===== src/rtl/olmr_pkg.sv =====
// Package for the output mixer routing register bank: addresses, field
// positions, reset values, driver numbering and the carrier structs.
// Assumes one 25 MHz core clock and an 8-bit control port that is already
// synchronous to it.
//
// What this block does
// - routing bit 7 of each mix register connects its source when one.
// - every routing bit resets to zero, so nothing is connected.
// - bits 6..0 hold a read/write attenuation code, reset all zeros.
// - registers 62..64 feed the right main headphone driver.
// - registers 66..71 feed the right common headphone driver in order.
// - registers 73..78 feed the mono line output in the same order.
// - registers 80 and 81 feed the left line output.
// - level field bits 7..4 select 0 to 9 dB, reset 0000.
// - bit 3 unmutes the driver when one, resets muted.
// - headphone bit 2 picks weak common mode or high-z, resets one.
// - bit 1 reads one while programmed gains are pending, resets one.
// - headphone bit 0 powers the driver fully up, resets zero.
// - mono level bit 2 is read-only reserved; software writes zero.
// - mono level bit 0 is a read/write power bit, resets zero.
// - registers 59..61 also feed the right main headphone driver.

package olmr_pkg;

    // ------------------------------------------------------------------
    // bank geometry
    // ------------------------------------------------------------------
    localparam int OLMR_NUM_MIX = 20;
    localparam int OLMR_NUM_LVL = 3;
    localparam int OLMR_NUM_DRV = 4;

    // driver numbering
    localparam int OLMR_DRV_HP_RIGHT_MAIN = 0;
    localparam int OLMR_DRV_HP_RIGHT_COM = 1;
    localparam int OLMR_DRV_MONO_LINE_OUT = 2;
    localparam int OLMR_DRV_LEFT_LINE_OUT = 3;

    // ------------------------------------------------------------------
    // register offsets
    // ------------------------------------------------------------------
    localparam logic [7:0] OLMR_MIX_ADDR [OLMR_NUM_MIX] = '{
        8'h3B, 8'h3C, 8'h3D, 8'h3E, 8'h3F, 8'h40,
        8'h42, 8'h43, 8'h44, 8'h45, 8'h46, 8'h47,
        8'h49, 8'h4A, 8'h4B, 8'h4C, 8'h4D, 8'h4E,
        8'h50, 8'h51};
    localparam logic [7:0] OLMR_HP_RIGHT_MAIN_LEVEL_CTRL = 8'h41;
    localparam logic [7:0] OLMR_HP_RIGHT_COM_LEVEL_CTRL = 8'h48;
    localparam logic [7:0] OLMR_MONO_OUT_LEVEL_CTRL = 8'h4F;

    // which mix registers feed which driver, bit i is mix register i
    localparam logic [OLMR_NUM_MIX-1:0] OLMR_DRV_MIX_MASK [OLMR_NUM_DRV] =
        '{20'h0003F, 20'h00FC0, 20'h3F000, 20'hC0000};

    // ------------------------------------------------------------------
    // fields and reset values
    // ------------------------------------------------------------------
    localparam int OLMR_LEVEL_MSB = 7;
    localparam int OLMR_LEVEL_LSB = 4;
    localparam int OLMR_UNMUTE_BIT = 3;
    localparam int OLMR_HIZ_BIT = 2;
    localparam int OLMR_STAT_BIT = 1;
    localparam int OLMR_POWER_BIT = 0;
    localparam logic [3:0] OLMR_LEVEL_MAX = 4'h9;
    localparam logic [7:0] OLMR_MIX_RST = 8'h00;
    localparam logic [7:0] OLMR_HP_LVL_RST = 8'h06;
    localparam logic [7:0] OLMR_MONO_LVL_RST = 8'h02;
    localparam logic [7:0] OLMR_HP_LVL_WMASK = 8'hFD;
    localparam logic [7:0] OLMR_MONO_LVL_WMASK = 8'hF9;
    localparam logic [7:0] OLMR_UNMAPPED_READ = 8'h00;

    // ------------------------------------------------------------------
    // carriers
    // ------------------------------------------------------------------
    typedef struct packed {
        logic wr;
        logic rd;
        logic [7:0] addr;
        logic [7:0] wdata;
    } olmr_req_t;

    typedef struct packed {
        logic route;
        logic [6:0] atten;
    } olmr_mix_t;

    typedef struct packed {
        logic [3:0] level;
        logic unmute;
        logic hiz_pd;
        logic pending;
        logic power;
    } olmr_drv_t;

endpackage


===== src/rtl/olmr_bank.sv =====
// Top of the output mixer routing register bank.
// Holds twenty mixing registers and three driver level registers, answers
// control port reads one cycle later, and tells the analog stage which
// driver gains changed. Assumes the control port and the analog
// stage's applied pulses are synchronous to core_clk.
module olmr_bank (
    input wire logic core_clk,
    input wire logic rst_n,
    input wire logic reg_wr,
    input wire logic reg_rd,
    input wire logic [7:0] reg_addr,
    input wire logic [7:0] reg_wdata,
    input wire logic [3:0] gain_applied,
    output logic [7:0] reg_rdata,
    output logic reg_rdata_valid,
    output logic reg_addr_miss,
    output olmr_pkg::olmr_mix_t mix_path [olmr_pkg::OLMR_NUM_MIX],
    output olmr_pkg::olmr_drv_t hp_right_main,
    output olmr_pkg::olmr_drv_t hp_right_com,
    output olmr_pkg::olmr_drv_t mono_line_out,
    output logic left_line_out_pending,
    output logic [3:0] gain_update,
    output logic level_code_reserved
);

    // ------------------------------------------------------------------
    // request bundle
    // ------------------------------------------------------------------
    olmr_pkg::olmr_req_t req;

    // one bundle feeds every register so the decode is identical
    assign req.wr = reg_wr;
    assign req.rd = reg_rd;
    assign req.addr = reg_addr;
    assign req.wdata = reg_wdata;

    // ------------------------------------------------------------------
    // internal nets
    // ------------------------------------------------------------------
    logic [olmr_pkg::OLMR_NUM_MIX-1:0] mix_chg;
    logic [olmr_pkg::OLMR_NUM_DRV-1:0] drv_mix_chg;
    logic [olmr_pkg::OLMR_NUM_LVL-1:0] lvl_chg;
    logic [olmr_pkg::OLMR_NUM_DRV-1:0] next_gain_update;
    logic [7:0] lvl_value [olmr_pkg::OLMR_NUM_LVL];
    logic [7:0] next_rdata;
    logic next_miss;
    logic lvl_hit;
    logic next_reserved;
    logic next_left_pending;

    // ------------------------------------------------------------------
    // mixing registers
    // ------------------------------------------------------------------
    // one instance per source-to-output path; the address table orders
    // them right main (59..64), right common (66..71), mono (73..78) and
    // then left line output (80, 81)
    generate
        for (genvar i = 0; i < olmr_pkg::OLMR_NUM_MIX; i++) begin : g_mix
            olmr_mix_reg #(
                .ADDR(olmr_pkg::OLMR_MIX_ADDR[i])
            ) u_mix (
                .core_clk(core_clk),
                .rst_n(rst_n),
                .req(req),
                .path(mix_path[i]),
                .changed(mix_chg[i])
            );
        end
    endgenerate

    // ------------------------------------------------------------------
    // gather mix changes per driver
    // ------------------------------------------------------------------
    // a change in any path that feeds a driver disturbs that driver's gain
    generate
        for (genvar d = 0; d < olmr_pkg::OLMR_NUM_DRV; d++) begin : g_drv
            assign drv_mix_chg[d] =
                |(mix_chg & olmr_pkg::OLMR_DRV_MIX_MASK[d]);
        end
    endgenerate

    // ------------------------------------------------------------------
    // driver level registers
    // ------------------------------------------------------------------
    // right main headphone: high-z select and power bit are writable
    olmr_level_reg #(
        .ADDR(olmr_pkg::OLMR_HP_RIGHT_MAIN_LEVEL_CTRL),
        .WMASK(olmr_pkg::OLMR_HP_LVL_WMASK),
        .RST(olmr_pkg::OLMR_HP_LVL_RST)
    ) u_lvl_hp_main (
        .core_clk(core_clk),
        .rst_n(rst_n),
        .req(req),
        .mix_changed(drv_mix_chg[olmr_pkg::OLMR_DRV_HP_RIGHT_MAIN]),
        .applied(gain_applied[olmr_pkg::OLMR_DRV_HP_RIGHT_MAIN]),
        .drv(hp_right_main),
        .value(lvl_value[0]),
        .changed(lvl_chg[0])
    );

    // right common headphone: same layout as the main driver
    olmr_level_reg #(
        .ADDR(olmr_pkg::OLMR_HP_RIGHT_COM_LEVEL_CTRL),
        .WMASK(olmr_pkg::OLMR_HP_LVL_WMASK),
        .RST(olmr_pkg::OLMR_HP_LVL_RST)
    ) u_lvl_hp_com (
        .core_clk(core_clk),
        .rst_n(rst_n),
        .req(req),
        .mix_changed(drv_mix_chg[olmr_pkg::OLMR_DRV_HP_RIGHT_COM]),
        .applied(gain_applied[olmr_pkg::OLMR_DRV_HP_RIGHT_COM]),
        .drv(hp_right_com),
        .value(lvl_value[1]),
        .changed(lvl_chg[1])
    );

    // mono line output: bit 2 is masked out of the write, so it stays
    // at its reset zero whatever software sends
    olmr_level_reg #(
        .ADDR(olmr_pkg::OLMR_MONO_OUT_LEVEL_CTRL),
        .WMASK(olmr_pkg::OLMR_MONO_LVL_WMASK),
        .RST(olmr_pkg::OLMR_MONO_LVL_RST)
    ) u_lvl_mono (
        .core_clk(core_clk),
        .rst_n(rst_n),
        .req(req),
        .mix_changed(drv_mix_chg[olmr_pkg::OLMR_DRV_MONO_LINE_OUT]),
        .applied(gain_applied[olmr_pkg::OLMR_DRV_MONO_LINE_OUT]),
        .drv(mono_line_out),
        .value(lvl_value[2]),
        .changed(lvl_chg[2])
    );

    // ------------------------------------------------------------------
    // left line output pending
    // ------------------------------------------------------------------
    // its level register lives elsewhere, so the pending state for its
    // two paths held here is exported for that register to merge
    always_comb begin
        next_left_pending = left_line_out_pending;
        if (drv_mix_chg[olmr_pkg::OLMR_DRV_LEFT_LINE_OUT]) begin
            next_left_pending = 1'b1;
        end else if (gain_applied[olmr_pkg::OLMR_DRV_LEFT_LINE_OUT]) begin
            next_left_pending = 1'b0;
        end
    end

    // resets pending, matching the status bit of the other drivers
    always_ff @(posedge core_clk or negedge rst_n) begin
        if (!rst_n) begin
            left_line_out_pending <= 1'b1;
        end else begin
            left_line_out_pending <= next_left_pending;
        end
    end

    // ------------------------------------------------------------------
    // change strobes to the analog stage
    // ------------------------------------------------------------------
    // one pulse per driver, the cycle after the write that changed it;
    // the analog stage answers on gain_applied once it has ramped
    always_comb begin
        next_gain_update = drv_mix_chg;
        next_gain_update[olmr_pkg::OLMR_DRV_HP_RIGHT_MAIN] =
            drv_mix_chg[olmr_pkg::OLMR_DRV_HP_RIGHT_MAIN] | lvl_chg[0];
        next_gain_update[olmr_pkg::OLMR_DRV_HP_RIGHT_COM] =
            drv_mix_chg[olmr_pkg::OLMR_DRV_HP_RIGHT_COM] | lvl_chg[1];
        next_gain_update[olmr_pkg::OLMR_DRV_MONO_LINE_OUT] =
            drv_mix_chg[olmr_pkg::OLMR_DRV_MONO_LINE_OUT] | lvl_chg[2];
    end

    always_ff @(posedge core_clk or negedge rst_n) begin
        if (!rst_n) begin
            gain_update <= '0;
        end else begin
            gain_update <= next_gain_update;
        end
    end

    // ------------------------------------------------------------------
    // reserved level code watch
    // ------------------------------------------------------------------
    // the code is still stored as written; this pulse only lets the
    // system notice software that breaks the level code limit
    always_comb begin
        lvl_hit = (reg_addr == olmr_pkg::OLMR_HP_RIGHT_MAIN_LEVEL_CTRL) ||
                  (reg_addr == olmr_pkg::OLMR_HP_RIGHT_COM_LEVEL_CTRL) ||
                  (reg_addr == olmr_pkg::OLMR_MONO_OUT_LEVEL_CTRL);
        next_reserved = reg_wr && lvl_hit &&
            (reg_wdata[olmr_pkg::OLMR_LEVEL_MSB:olmr_pkg::OLMR_LEVEL_LSB] >
             olmr_pkg::OLMR_LEVEL_MAX);
    end

    always_ff @(posedge core_clk or negedge rst_n) begin
        if (!rst_n) begin
            level_code_reserved <= 1'b0;
        end else begin
            level_code_reserved <= next_reserved;
        end
    end

    // ------------------------------------------------------------------
    // read path
    // ------------------------------------------------------------------
    // offsets outside the bank read as zero and raise the miss flag, so
    // a wrong page or address is visible without stalling the port
    always_comb begin
        next_rdata = olmr_pkg::OLMR_UNMAPPED_READ;
        next_miss = 1'b1;
        for (int i = 0; i < olmr_pkg::OLMR_NUM_MIX; i++) begin
            if (reg_addr == olmr_pkg::OLMR_MIX_ADDR[i]) begin
                next_rdata = mix_path[i];
                next_miss = 1'b0;
            end
        end
        if (reg_addr == olmr_pkg::OLMR_HP_RIGHT_MAIN_LEVEL_CTRL) begin
            next_rdata = lvl_value[0];
            next_miss = 1'b0;
        end
        if (reg_addr == olmr_pkg::OLMR_HP_RIGHT_COM_LEVEL_CTRL) begin
            next_rdata = lvl_value[1];
            next_miss = 1'b0;
        end
        if (reg_addr == olmr_pkg::OLMR_MONO_OUT_LEVEL_CTRL) begin
            next_rdata = lvl_value[2];
            next_miss = 1'b0;
        end
    end

    // read data is captured on the request edge and shows the value from
    // before any write in that same cycle
    always_ff @(posedge core_clk or negedge rst_n) begin
        if (!rst_n) begin
            reg_rdata <= olmr_pkg::OLMR_UNMAPPED_READ;
        end else if (reg_rd) begin
            reg_rdata <= next_rdata;
        end
    end

    // valid marks the single answer cycle of each read
    always_ff @(posedge core_clk or negedge rst_n) begin
        if (!rst_n) begin
            reg_rdata_valid <= 1'b0;
        end else begin
            reg_rdata_valid <= reg_rd;
        end
    end

    // miss qualifies a read answer or a write to an unmapped offset
    always_ff @(posedge core_clk or negedge rst_n) begin
        if (!rst_n) begin
            reg_addr_miss <= 1'b0;
        end else begin
            reg_addr_miss <= (reg_rd || reg_wr) && next_miss;
        end
    end

endmodule


===== src/rtl/olmr_mix_reg.sv =====
// One source-to-output mixing register: route bit and attenuation code.
// Assumes the control request is synchronous to core_clk.
module olmr_mix_reg #(
    parameter logic [7:0] ADDR = 8'h00
) (
    input wire logic core_clk,
    input wire logic rst_n,
    input wire olmr_pkg::olmr_req_t req,
    output olmr_pkg::olmr_mix_t path,
    output logic changed
);

    logic hit;

    assign hit = req.wr && (req.addr == ADDR);

    // ------------------------------------------------------------------
    // storage: whole byte is read/write
    // ------------------------------------------------------------------
    always_ff @(posedge core_clk or negedge rst_n) begin
        if (!rst_n) begin
            path <= olmr_pkg::OLMR_MIX_RST;
        end else if (hit) begin
            path <= req.wdata;
        end
    end

    // a rewrite of the same value does not disturb the analog stage
    assign changed = hit && (req.wdata != path);

endmodule


===== src/rtl/olmr_level_reg.sv =====
// One driver level control register with its gain-pending status bit.
// Assumes the analog stage pulses applied once a new setting has settled.
module olmr_level_reg #(
    parameter logic [7:0] ADDR = 8'h00,
    parameter logic [7:0] WMASK = 8'h00,
    parameter logic [7:0] RST = 8'h00
) (
    input wire logic core_clk,
    input wire logic rst_n,
    input wire olmr_pkg::olmr_req_t req,
    input wire logic mix_changed,
    input wire logic applied,
    output olmr_pkg::olmr_drv_t drv,
    output logic [7:0] value,
    output logic changed
);

    logic hit;
    logic [7:0] ctl;
    logic pending;

    assign hit = req.wr && (req.addr == ADDR);

    // ------------------------------------------------------------------
    // writable bits; masked bits keep their reset value
    // ------------------------------------------------------------------
    always_ff @(posedge core_clk or negedge rst_n) begin
        if (!rst_n) begin
            ctl <= RST;
        end else if (hit) begin
            ctl <= (req.wdata & WMASK) | (ctl & ~WMASK);
        end
    end

    // level field change counts; mute and power are not gains
    assign changed = hit && (req.wdata[olmr_pkg::OLMR_LEVEL_MSB:
        olmr_pkg::OLMR_LEVEL_LSB] != drv.level);

    // ------------------------------------------------------------------
    // pending status: a new change wins over a same-cycle applied pulse
    // ------------------------------------------------------------------
    always_ff @(posedge core_clk or negedge rst_n) begin
        if (!rst_n) begin
            pending <= RST[olmr_pkg::OLMR_STAT_BIT];
        end else if (changed || mix_changed) begin
            pending <= 1'b1;
        end else if (applied) begin
            pending <= 1'b0;
        end
    end

    assign drv.level = ctl[olmr_pkg::OLMR_LEVEL_MSB:olmr_pkg::OLMR_LEVEL_LSB];
    assign drv.unmute = ctl[olmr_pkg::OLMR_UNMUTE_BIT];
    assign drv.hiz_pd = ctl[olmr_pkg::OLMR_HIZ_BIT];
    assign drv.pending = pending;
    assign drv.power = ctl[olmr_pkg::OLMR_POWER_BIT];

    // readback merges the hardware status into its bit
    always_comb begin
        value = ctl;
        value[olmr_pkg::OLMR_STAT_BIT] = pending;
    end

endmodule


===== config.mk =====
export PLATFORM = sky130hd
export DESIGN_NAME = olmr_bank
export DESIGN_NICKNAME = d
export VERILOG_FILES = /design/src/rtl/olmr_pkg.sv /design/src/rtl/olmr_bank.sv /design/src/rtl/olmr_mix_reg.sv /design/src/rtl/olmr_level_reg.sv
export SDC_FILE = /design/constraint.sdc
export NUM_CORES = 1
export LEC_CHECK = 0
export BUFFER_PORTS_ARGS = -buffer_cell sky130_fd_sc_hd__buf_2
export CORE_MARGIN = 3
export CORE_UTILIZATION = 34
export CTS_CLUSTER_SIZE = 8
export DETAILED_ROUTE_END_ITERATION = 12
export PLACE_DENSITY_LB_ADDON = 0.12
export SYNTH_ARGS = -nofsm -noshare
export SYNTH_HDL_FRONTEND = slang
export SYNTH_SLANG_ARGS = --single-unit

===== constraint.sdc =====
create_clock -name core_clk -period 4.8 [get_ports core_clk]
set_input_delay 0 -clock core_clk [delete_from_list [all_inputs] [get_ports core_clk]]
set_output_delay 0 -clock core_clk [all_outputs]
set_load 0.005 [all_outputs]

* After elaboration in Yosys (flattened, before gate mapping)
Cells that the tools add are included.
** Storage, ports and cells
- Input bits :: 24
- Bits in registers :: 203
- Output and inout bits :: 200
** Cells by class
- Bitwise operators :: 6
- Order comparisons :: 1
- Equal/unequal tests :: 46
- Mux-type cells :: 54
- Reduce and logical (&&, ||, !) cells :: 63
** Operator list (number)
- $mux W8 :: 23
- $ne A8 B8 Y1 :: 20
- $eq A8 B7 Y1 const B :: 18
- $logic_and A1 B1 Y1 :: 49
- $eq A8 B6 Y1 const B :: 5
- $mux W1 :: 31
- $reduce_or A6 Y1 :: 3
- $or A8 B2 Y8 :: 2
- $ne A4 B4 Y1 :: 3
- $or A8 B3 Y8 :: 1
- $reduce_bool A2 Y1 :: 4
- $logic_or A1 B1 Y1 :: 6
- $gt A4 B4 Y1 const B :: 1
- $or A1 B1 Y1 :: 3
- $reduce_or A2 Y1 :: 1

* Depth between registers and ports, before layout
Gate-level depths: netlist (run 1).
- Depth in word-level cells :: 25
- Gate-level depth with buffers :: 10
- Mapped depth without buffers :: 7

* Hierarchy
Synthesis (run 1) repeated with hierarchy kept, for this count alone.
** Second synthesis, totals
- Cells, all modules :: 1194
- Area, all modules :: 13285.2 um^2
** Modules (own cells, without submodules)
- olmr_bank :: cells an instance 472, instances 1, area each 3218.1 um^2
- olmr_mix_reg (g_mix[10].u_mix ...) :: cells an instance 31, instances 5, area each 444.2 um^2
- olmr_mix_reg (g_mix[16].u_mix ...) :: cells an instance 31, instances 4, area each 441.7 um^2
- olmr_mix_reg (g_mix[11].u_mix ...) :: cells an instance 30, instances 3, area each 432.9 um^2
- olmr_mix_reg (g_mix[2].u_mix ...) :: cells an instance 31, instances 2, area each 420.4 um^2
- olmr_level_reg (u_lvl_hp_main) :: cells an instance 37, instances 1, area each 467.9 um^2
- olmr_level_reg (u_lvl_hp_com) :: cells an instance 35, instances 1, area each 454.2 um^2
- olmr_mix_reg (g_mix[7].u_mix) :: cells an instance 31, instances 1, area each 445.4 um^2
- olmr_mix_reg (g_mix[15].u_mix) :: cells an instance 31, instances 1, area each 439.2 um^2
- olmr_mix_reg (g_mix[6].u_mix) :: cells an instance 31, instances 1, area each 435.4 um^2
- olmr_mix_reg (g_mix[1].u_mix) :: cells an instance 30, instances 1, area each 430.4 um^2
- olmr_mix_reg (g_mix[5].u_mix) :: cells an instance 31, instances 1, area each 425.4 um^2
- olmr_level_reg (u_lvl_mono) :: cells an instance 35, instances 1, area each 421.7 um^2
- olmr_mix_reg (g_mix[0].u_mix) :: cells an instance 30, instances 1, area each 420.4 um^2

* Worst setup path before layout (run 1)
Ideal clock, no wire load.
- Path kind :: input to register
- From :: input reg_addr[4]
- To :: register reg_rdata[2]
- Setup time :: 0.133 ns
- Required time :: 4.667 ns
- Slack :: 3.001 ns
- Buffers on the path :: 2
- Cell stages on the path :: 9
- Arrival time :: 1.666 ns
- Cell sequence :: buf_6 -> or4b_4 -> buf_6 -> nor2_8 -> nand2_2 -> o211ai_1 -> a21oi_1 -> o2111ai_1 -> o221ai_2
** On the way
- Word-level cells in the longest chain between the ends :: 24
- Elaborated cells on any way between the ends :: 46
** RTL lines
- from (decl) :: line olmr_bank.sv:11 : input wire logic [7:0] reg_addr,
- $eq A8 B6 Y1 :: line olmr_bank.sv:211 : if (reg_addr == olmr_pkg::OLMR_MIX_ADDR[i]) begin
- $mux W8 (20 in series) :: line olmr_bank.sv:211
- $mux W8 :: line olmr_bank.sv:216 : if (reg_addr == olmr_pkg::OLMR_HP_RIGHT_MAIN_LEVEL_CTRL) begin
- $mux W8 :: line olmr_bank.sv:220 : if (reg_addr == olmr_pkg::OLMR_HP_RIGHT_COM_LEVEL_CTRL) begin
- $mux W8 * :: line olmr_bank.sv:224 : if (reg_addr == olmr_pkg::OLMR_MONO_OUT_LEVEL_CTRL) begin
- to (signal assigned) :: line olmr_bank.sv:234 : reg_rdata <= olmr_pkg::OLMR_UNMAPPED_READ;
- to (signal assigned) :: line olmr_bank.sv:236 : reg_rdata <= next_rdata;
- to (decl) :: line olmr_bank.sv:14 : output logic [7:0] reg_rdata,
Mark *: on every way between the ends. The rest lies on a longest branch, timed or not.
A chain may end at the register's enable or synchronous reset.

* Worst setup path in the final report (run 1)
Ends and elaborated chain as after synthesis.

==> impl_metrics.csv, run 1 <==
group,metric,value,unit
job,cap_viol_max_count,0,
die,rows,68,
critical_path,required,5.13,ns
grt,grt_pass1_wl,72.02,mm
grt,use_met1,0.3323,
synthesis,synth_top_cell_area_share,0.4028,
power_and_ir_drop,leakage,6.765,nW
clock_tree,clockRootBuffer,"clkbuf_16",
drt,final_antenna_net_count,0,
critical_path,critPathLaunchType,"input port",
timing,max_freq,392.9,MHz
timing,clock_skew,0.008925,ns
clock_tree,htreeDepth,4,
placement,place_congestion,0.8908,
drt,drt-pass1-iter-count,5,
synthesis,synthTopCellsByCount,"dfrtp_1 (193), mux2_2 (183), xnor2_1 (100)",
timing,tns,0,ns
final_layout,syn_to_final_growth,17.75,%
synthesis,async_reset_ff_frac,1.000,
clock_tree,cts_tree,"yes",
grt,grt_util_met3,0.05647,
synthesis,ys_types,69,
synthesis,syn-cell-area,0.01199,mm2
clock_tree,clock_sinks,199,
final_layout,register_area,0.004987,mm2
die,initial_core_util,0.3462,
timing,worstMarginPinSlew,1.110,ns
synthesis,syn_avg_cell_area,10.41,um2
grt,grt_start_max_net_pins,108,
clock_tree,insertion_delay,0.45,ns
timing,whs,0.09412,ns
synthesis,synth_top_area_cell,"dfrtp_1",
placement,post-place-ws,1.845,ns
synthesis,ys_seq_area_frac,0.4160,
timing,period_minus_slack,2.545,ns
grt,grt_pass1_vias,10309,
die,dieArea,0.03755,mm2
drt,drt-total-wl,48.15,mm
timing,finalMaxSlewViolations,0,
drt,vias,10254,
timing,timing.final.ws_setup,2.255,ns
synthesis,ys_ff_latch,199,
timing,slew_headroom,0.2570,
drt,first_iter_violations,876,
die,coreArea,0.03463,mm2
clock_tree,numCtsBuffers,17,
drt,drc,0,
synthesis,yosys_warnings,0,
synthesis,synth.most_common_cell,"dfrtp_1",
timing,rsz0062_at_grt,"no",
timing,setup_violations,0,
final_layout,nFillCells,3464,
synthesis,synth_area_leaders,"dfrtp_1 (40%), mux2_2 (17%), xnor2_1 (7.3%), xor2_1 (5.3%), o21ai_0 (2.4%)",
grt,grt_antenna_before_repair,0,
final_layout,drive_gt1_frac,0.3610,
placement,port_buffers,222,
die,die_h,193.8,um
die,fp.dieW,193.8,um
timing,fin_crit_sh,0.5302,
synthesis,synth_edf_count,0,
drt,viasPerCell,5.728,
final_layout,num_antenna_cells,0,
clock_tree,clk_pin_slew_worst_paths,0.07,ns
synthesis,syn_nets,1176,
grt,grt-ovfl-total,0,
run_status,outcome,"completed",
synthesis,syn_inst,1152,
final_layout,nNetsFinal,1347,
power_and_ir_drop,p_per_area,292.1,mW/mm2
grt,grt_use_met2,0.4114,
clock_tree,clockBufferDepth,2,
synthesis,synthFlopType,"dfrtp_1",
die,io_pins,224,
critical_path,endpoint_kind,"flop",
critical_path,crit_fanout,18,
grt,busiest_layer,"met2",
drt,drt-wirelength-per-cell,26.90,um
timing,hold_viol,0,
power_and_ir_drop,vdd_drop_max,0.2485,mV
clock_tree,cts_resized,0,
placement,hpwlAfterDp,34.73,mm
critical_path,crit_type,"input port to flop",
final_layout,multiInputGateArea,0.006536,mm2
grt,grt_usage,0.2534,
min_path,hp-class,"input port to flop",
critical_path,worstPathArrival,2.88,ns
[path summary, 6_finish.rpt]
| kind | endpoint | slack, ns | cells after the start | start |
|---|---|---|---|---|
| max | reg_rdata[2] | 2.25 | 7 | reg_addr[4] |
| min | level_code_reserved | 0.09 | 3 | reg_wr |
| max reg2reg | gain_update[0] | 2.68 | 6 | u_lvl_hp_main.ctl[6] |
| min reg2reg | left_line_out_pending | 0.53 | 1 | left_line_out_pending |
| max in group asynchronous | g_mix[3].u_mix.path[5] | 3.58 | 3 | rst_n |
| min in group asynchronous | g_mix[14].u_mix.path[5] | 0.16 | 2 | rst_n |
[power by group]
part | internal, mW | leakage (nW) | switching [mW]
combinational | 0.248 | 3.75 | 0.340
clock | 0.966 | 0.306 | 0.678
sequential | 1.76 | 2.70 | 0.136
[sequential cells by signal, indices dropped and copies added (netlist names), 4 cells and up]
| register | flops |
|---|---|
| u_lvl_mono.ctl | 6 |
| u_lvl_hp_main.ctl | 7 |
| gain_update | 4 |
| u_lvl_hp_com.ctl | 7 |
| reg_rdata | 8 |
| g_mix.u_mix.path | 160 |
[worst max-delay path: stages]
cell and delay (ns):
buf_2 0.17, nor4b_4 0.89, nand2_1 0.61, o32ai_1 0.52, a211oi_2 0.13, a211oi_1 0.42, o221ai_2 0.13
[repair_timing]
action                                 CTS  global route
hold buffers                             6             0
buffers inserted                         0             0
endpoints found under the hold margin   94             0
[metrics by stage]
step	std cells	instance area, um2	utilization	total power [mW]
finish	1790	14120	0.4077	4.123
global route	1790	14120	0.4077	4.283
CTS	1790	14120	0.4077	4.159
detailed placement	1753	13410	0.3872	2.508
global placement	1753	13410	0.3872	2.503
floorplan	1152	11990	-	2.215
[final cells by class]
type,instances,share of cell area
flip-flops and latches,199,0.3533
inverters,9,0.002393
clock inverters,8,0.01223
repair buffers,244,0.09492
multi-input cells,852,0.4630
well taps,455,0.04033
clock buffers,23,0.03386
[layer usage]
metal / routed length [um] / part of all wire
met5: 0 / 0
met4: 1644 / 0.034
met3: 2972 / 0.062
met2: 23120 / 0.48
met1: 20410 / 0.42
[logic make-up after synthesis]
kind of cell / share of synthesized area
AND/OR/NAND/NOR: 0.1145
AO/OA/AOI/OAI: 0.1220
flip-flops: 0.4160
multiplexers: 0.1827
XOR/XNOR: 0.1257
buffers and inverters: 0.03882
other: 0.0003128
[cell usage in the layout, fill, tap and decap left out, types with 5 or more instances in the layout]
cell	count
clkbuf_16	17
nor2b_1	6
o221ai_1	6
mux2i_1	13
nand3_1	24
a22oi_1	9
xor2_1	72
dfrtp_1	193
inv_1	9
mux2_2	183
o22ai_1	24
nor3_1	9
nor2_1	60
buf_2	220
a31oi_1	6
dlygate4sd3_1	6
nand4_1	28
o211ai_1	7
nand3_2	5
a211oi_1	6
xnor2_1	100
nor4_1	19
a41oi_1	5
nand2_1	60
o32ai_1	6
o21ai_0	58
nor2_2	9
buf_4	14
dfstp_2	6
bufinv_16	5
and3_1	8
a21oi_1	53
nand2b_1	7
a221oi_1	5
No activity file was read; power rests on OpenSTA's default activity.
==> inputs of run 2 (changes only) <==
Settings changed: ABC_AREA from default to 1.
Clock period 4.8 ns to 2.55 ns, I/O delays scaled along.
==> impl_metrics.csv, run 2 <==
group,metric,value,unit
power_and_ir_drop,comb_power_share,0.142,
final_layout,regMostFlops,"g_mix.u_mix.path",
critical_path,startpoint,"g_mix[0].u_mix.path[2]",
synthesis,syn_nets,1480,
clock_tree,clockBufferDepth,2,
die,io_pins,224,
power_and_ir_drop,vdd_drop_max,0.4620,mV
final_layout,fin_area,0.01382,mm2
grt,grt_usage,0.2645,
critical_path,crit_type,"flop to flop",
placement,hpwlAfterDp,35.55,mm
power_and_ir_drop,power.share.clock,0.373,
clock_tree,insertion_delay,0.46,ns
synthesis,synth_top_area_cell,"dfrtp_1",
die,die_h,187.3,um
job,cap_viol_max_count,0,
power_and_ir_drop,p_switching,2.161,mW
die,rows,65,
synthesis,synth.most_common_cell,"nand2_1",
placement,place_congestion,0.9597,
grt,grt_pass1_vias,10670,
timing,slew_headroom,0.5225,
timing,finalMaxSlewViolations,0,
synthesis,synthTopCellsByCount,"nand2_1 (429), o21ai_0 (207), dfrtp_1 (193)",
power_and_ir_drop,p_per_area,535.3,mW/mm2
timing,hold_viol,0,
grt,grt_pass1_wl,69.72,mm
critical_path,worstPathArrival,2.73,ns
min_path,hp-class,"input port to flop",
synthesis,ys_seq_area_frac,0.4465,
die,initial_core_util,0.3495,
clock_tree,cts_hold_buf,7,
die,dieArea,0.03506,mm2
final_layout,final_util,0.4324,
run_status,outcome,"completed",
timing,rsz0062_at_grt,"no",
drt,drt-wirelength-per-cell,21.59,um
synthesis,synth_area_leaders,"dfrtp_1 (43%), nand2_1 (14%), o21ai_0 (9.3%), xnor2_1 (7.1%), inv_1 (4.3%)",
drt,drt-pass1-iter-count,7,
timing,tns,0,ns
drt,viasPerCell,5.153,
final_layout,final_common_cell,"nand2_1",
synthesis,syn-cell-area,0.01117,mm2
power_and_ir_drop,leakage,6.742,nW
clock_tree,clockRootBuffer,"clkbuf_16",
synthesis,synth_edf_count,0,
final_layout,drive_gt1_frac,0.2082,
grt,grt_antenna_before_repair,3,
final_layout,layout_common_cells,"nand2_1 (429), buf_2 (221), o21ai_0 (207)",
final_layout,largest_reg_flops,160,
grt,grt-ovfl-total,0,
synthesis,synthFlopType,"dfrtp_1",
clock_tree,cts_resized,0,
timing,clock_skew,0.01257,ns
power_and_ir_drop,p_int,5.237,mW
final_layout,syn_to_final_growth,23.73,%
drt,drc,0,
clock_tree,clk_pin_slew_worst_paths,0.07,ns
critical_path,crit_fanout,4,
drt,first_iter_violations,1147,
synthesis,syn_avg_cell_area,7.671,um2
timing,setup_violations,0,
timing,max_freq,419.4,MHz
timing,whs,0.07994,ns
placement,port_buffers,222,
synthesis,syn_inst,1456,
critical_path,endpoint_kind,"flop",
drt,drt-total-wl,46.64,mm
synthesis,ys_types,39,
final_layout,nNetsFinal,1735,
drt,vias,11131,
power_and_ir_drop,swShare,0.2921,
final_layout,reg.largest.list,"g_mix.u_mix.path: 160 flops, reg_rdata: 8 flops",
critical_path,r2r_start,"g_mix[0].u_mix.path[2]",
die,coreArea,0.03196,mm2
die,fp.dieW,187.3,um
clock_tree,postCtsSetupBuffers,0,
placement,postPlaceCellArea,0.01316,mm2
drt,final_antenna_net_count,0,
grt,grt_start_max_net_pins,79,
critical_path,required,2.90,ns
power_and_ir_drop,pwr-share-seq,0.484,
clock_tree,htreeDepth,4,
timing,fin_crit_sh,0.9350,
clock_tree,numCtsBuffers,17,
clock_tree,cts_tree,"yes",
critical_path,critPathLaunchType,"flop",
min_path,hp-start,"reg_wdata[4]",
synthesis,synth_top_cell_area_share,0.4324,
synthesis,async_reset_ff_frac,1.000,
clock_tree,clock_sinks,199,
synthesis,ys_ff_latch,199,
timing,period_minus_slack,2.384,ns
synthesis,yosys_warnings,0,
final_layout,nFillCells,3279,
timing,worstMarginPinSlew,0.7070,ns
==> run 2: changes by cell type after synthesis, moves of 9 or more <==
| cell | before | now |
|---|---|---|
| inv_1 | 9 | 128 |
| o21ai_0 | 58 | 207 |
| buf_2 | 24 | 14 |
| mux2_2 | 183 | 0 |
| o22ai_1 | 24 | 4 |
| nor2_1 | 60 | 71 |
| a21oi_1 | 53 | 26 |
| xnor2_1 | 100 | 90 |
| a22oi_1 | 9 | 0 |
| nand3_1 | 24 | 46 |
| xor2_1 | 72 | 51 |
| mux2i_1 | 13 | 0 |
| nand4_1 | 28 | 56 |
| nand2_1 | 60 | 429 |
==> run 2: critical path: stages (launching register included) <==
cell	delay (ns)
dfrtp_1	0.48
nand2_1	0.11
nand3_1	0.11
nor4_1	0.32
nand4_1	0.20
o21ai_0	0.16
nand3_1	0.13
nand2_1	0.10
nand4_1	0.15
nand2_1	0.15
nand4_1	0.19
nand2_1	0.13
nand2_1	0.05
==> run 2: cell families (layout without fill, tap and decap cells) <==
| kind of cell | count (synthesis) | count (layout) | share of synthesized area |
|---|---|---|---|
| other | 1 | 2 | 0.0003357 |
| XOR/XNOR | 141 | 141 | 0.1106 |
| flip-flops | 199 | 199 | 0.4465 |
| AND/OR/NAND/NOR | 652 | 652 | 0.2481 |
| AO/OA/AOI/OAI | 260 | 260 | 0.1233 |
| buffers and inverters | 203 | 471 | 0.07113 |
==> run 2: layout make-up <==
type,instances,area (um2),area share
multi-input cells,1054,5388,0.3899
repair buffers,303,1795,0.1299
well taps,435,544.3,0.03938
clock buffers,24,501.7,0.03631
clock inverters,8,90.09,0.006519
diodes,1,2.502,0.0001811
flip-flops and latches,199,4987,0.3609
inverters,136,510.5,0.03694
==> run 2: routing by layer <==
layer | track usage | vias up | wire [um]
li1 | - | 5220 | -
met1 | 0.3817 | 5304 | 21600
met2 | 0.3983 | 530 | 20160
met3 | 0.05828 | 73 | 3702
met4 | 0.07648 | 4 | 1152
met5 | 0 | - | 25
==> run 2: worst paths after layout <==
check                                     endpoint  slack, ns  cells past startpoint
min                        g_mix[13].u_mix.path[4]       0.08                      4
min in group asynchronous           gain_update[0]       0.16                      2
max reg2reg                           reg_rdata[2]       0.17                     12
max in group asynchronous             reg_rdata[5]       1.63                      3
min reg2reg                   u_lvl_hp_com.pending       0.49                      2
max                                   reg_rdata[2]       0.17                     12
==> run 2: power by group through the flow <==
| stage | combinational, mW | clock [mW] | sequential (mW) |
|---|---|---|---|
| finish | 1.05 | 2.76 | 3.58 |
| global route | 1.16 | 2.92 | 3.60 |
| CTS | 1.06 | 2.82 | 3.58 |
| detailed placement | 1.04 | 0 | 3.64 |
| global placement | 1.03 | 0 | 3.64 |
| floorplan | 0.506 | 0 | 3.56 |
==> run 2: through the flow <==
stage	instances	power [mW]	setup WS (ns)
4_1_cts	2159	7.453	0.1841
3_5_place_dp	2120	4.681	0.003648
6_report	2160	7.398	0.1656
2_1_floorplan	1456	4.063	0.9508
3_3_place_gp	2120	4.675	-0.04457
5_1_grt	2159	7.691	0.009320
==> inputs of run 3 (changes only) <==
Settings changed: CORE_MARGIN 3 to default.
==> impl_metrics.csv, run 3 (synthesized netlist as in run 2, its figures left out) <==
group,metric,value,unit
placement,postPlaceCellArea,0.01307,mm2
timing,rsz0062_at_grt,"no",
timing,timing.final.ws_setup,0.05757,ns
drt,drt-wirelength-per-cell,21.09,um
critical_path,critPathLaunchType,"input port",
power_and_ir_drop,leakage,6.680,nW
drt,vias,11134,
critical_path,r2r_start,"g_mix[4].u_mix.path[2]",
die,rows,66,
clock_tree,clock_sinks,199,
placement,hpwlAfterDp,34.63,mm
timing,hold_viol,0,
die,dieArea,0.03358,mm2
clock_tree,clockBufferDepth,2,
final_layout,reg.largest.list,"g_mix.u_mix.path: 160 flops, reg_rdata: 8 flops",
grt,grt_pass1_vias,10599,
final_layout,final_util,0.4224,
clock_tree,cts_resized,0,
critical_path,required,2.94,ns
clock_tree,insertion_delay,0.47,ns
clock_tree,clk_pin_slew_worst_paths,0.08,ns
final_layout,drive_gt1_frac,0.2041,
die,coreArea,0.03245,mm2
critical_path,worstPathArrival,2.89,ns
grt,grt_usage,0.2767,
clock_tree,htreeDepth,4,
timing,max_freq,401.2,MHz
die,io_pins,224,
clock_tree,postCtsSetupBuffers,0,
timing,whs,0.03323,ns
placement,place_inst,2116,
final_layout,instances_no_fill,2158,
critical_path,crit_fanout,10,
drt,drc,0,
final_layout,fin_area,0.01371,mm2
critical_path,rr_endpoint,"reg_rdata[2]",
drt,first_iter_violations,968,
power_and_ir_drop,vdd_drop_max,0.4812,mV
drt,drt-total-wl,45.50,mm
drt,viasPerCell,5.159,
grt,grt_pass1_wl,68.19,mm
timing,fin_crit_sh,0.9774,
drt,final_antenna_net_count,0,
timing,worstMarginPinSlew,0.7102,ns
timing,tns,0,ns
min_path,hp-class,"input port to asynchronous set/reset pin",
power_and_ir_drop,p_per_area,528.6,mW/mm2
placement,post-place-ws,0.02839,ns
critical_path,r2r_slack,0.22,ns
run_status,outcome,"completed",
timing,clock_skew,0.01511,ns
die,fp.dieW,183.3,um
placement,port_buffers,222,
grt,grt-ovfl-total,0,
job,cap_viol_max_count,0,
timing,slew_headroom,0.5204,
critical_path,startpoint,"reg_wdata[4]",
final_layout,layout_common_cells,"nand2_1 (429), buf_2 (221), o21ai_0 (207)",
timing,period_minus_slack,2.492,ns
final_layout,syn_to_final_growth,22.73,%
clock_tree,numCtsBuffers,17,
clock_tree,cts_tree,"yes",
critical_path,crit_type,"input port to flop",
final_layout,final_common_cell,"nand2_1",
grt,grt_antenna_before_repair,4,
power_and_ir_drop,p_total,7.246,mW
placement,place_congestion,0.9283,
drt,drt-pass1-iter-count,5,
die,initial_core_util,0.3442,
final_layout,regMostFlops,"g_mix.u_mix.path",
timing,setup_violations,0,
clock_tree,clockRootBuffer,"clkbuf_16",
final_layout,nFillCells,3381,
final_layout,nNetsFinal,1726,
timing,finalMaxSlewViolations,0,
die,die_h,183.3,um
critical_path,endpoint_kind,"flop",
final_layout,largest_reg_flops,160,
grt,grt_start_max_net_pins,78,
critical_path,reg2reg_depth,12,
## run 3: routing by layer
layer / track usage / vias up / share of wire
met4: 0.09033 / 6 / 0.024
li1: - / 5212 / -
met5: 0 / - / 0.00086
met2: 0.4190 / 463 / 0.44
met3: 0.04249 / 72 / 0.065
met1: 0.4015 / 5381 / 0.47
## run 3: cell type report
class / instances / area, um2 / share of cell area
diodes: 1 / 2.502 / 0.0001825
inverters: 136 / 510.5 / 0.03724
clock inverters: 15 / 121.4 / 0.008854
flip-flops and latches: 199 / 4987 / 0.3638
well taps: 442 / 553.0 / 0.04034
repair buffers: 294 / 1720 / 0.1255
multi-input cells: 1054 / 5388 / 0.3930
clock buffers: 17 / 425.4 / 0.03103
## run 3: worst max-delay path by stage
stage | end | slack, ns | depth (start not counted)
global route | u_lvl_hp_main.pending | 0.03 | 10
detailed placement | reg_rdata[2] | 0.03 | 17
global placement | reg_rdata[2] | 0.008 | 17
floorplan | left_line_out_pending | 0.95 | 7
finish | u_lvl_hp_main.pending | 0.06 | 10
CTS | reg_rdata[2] | 0.23 | 12
## run 3: repair_timing
item	in CTS	in global routing
setup endpoints to repair	0	0
endpoints found under the hold margin	211	0
hold buffers	9	0
## run 3: worst max-delay path: stages
cell,delay (ns)
dlygate4sd3_1,0.53
buf_2,0.32
inv_1,0.41
nand2_1,0.16
nand4_1,0.10
nor4_1,0.53
o22ai_1,0.14
nor3_1,0.27
nand4_1,0.21
o21bai_1,0.20
## run 3: where the power goes
group          internal (mW)  switching [mW]  total, mW
Clock                   1.27            1.36       2.63
Combinational          0.413           0.616       1.03
Sequential              3.33           0.261       3.59
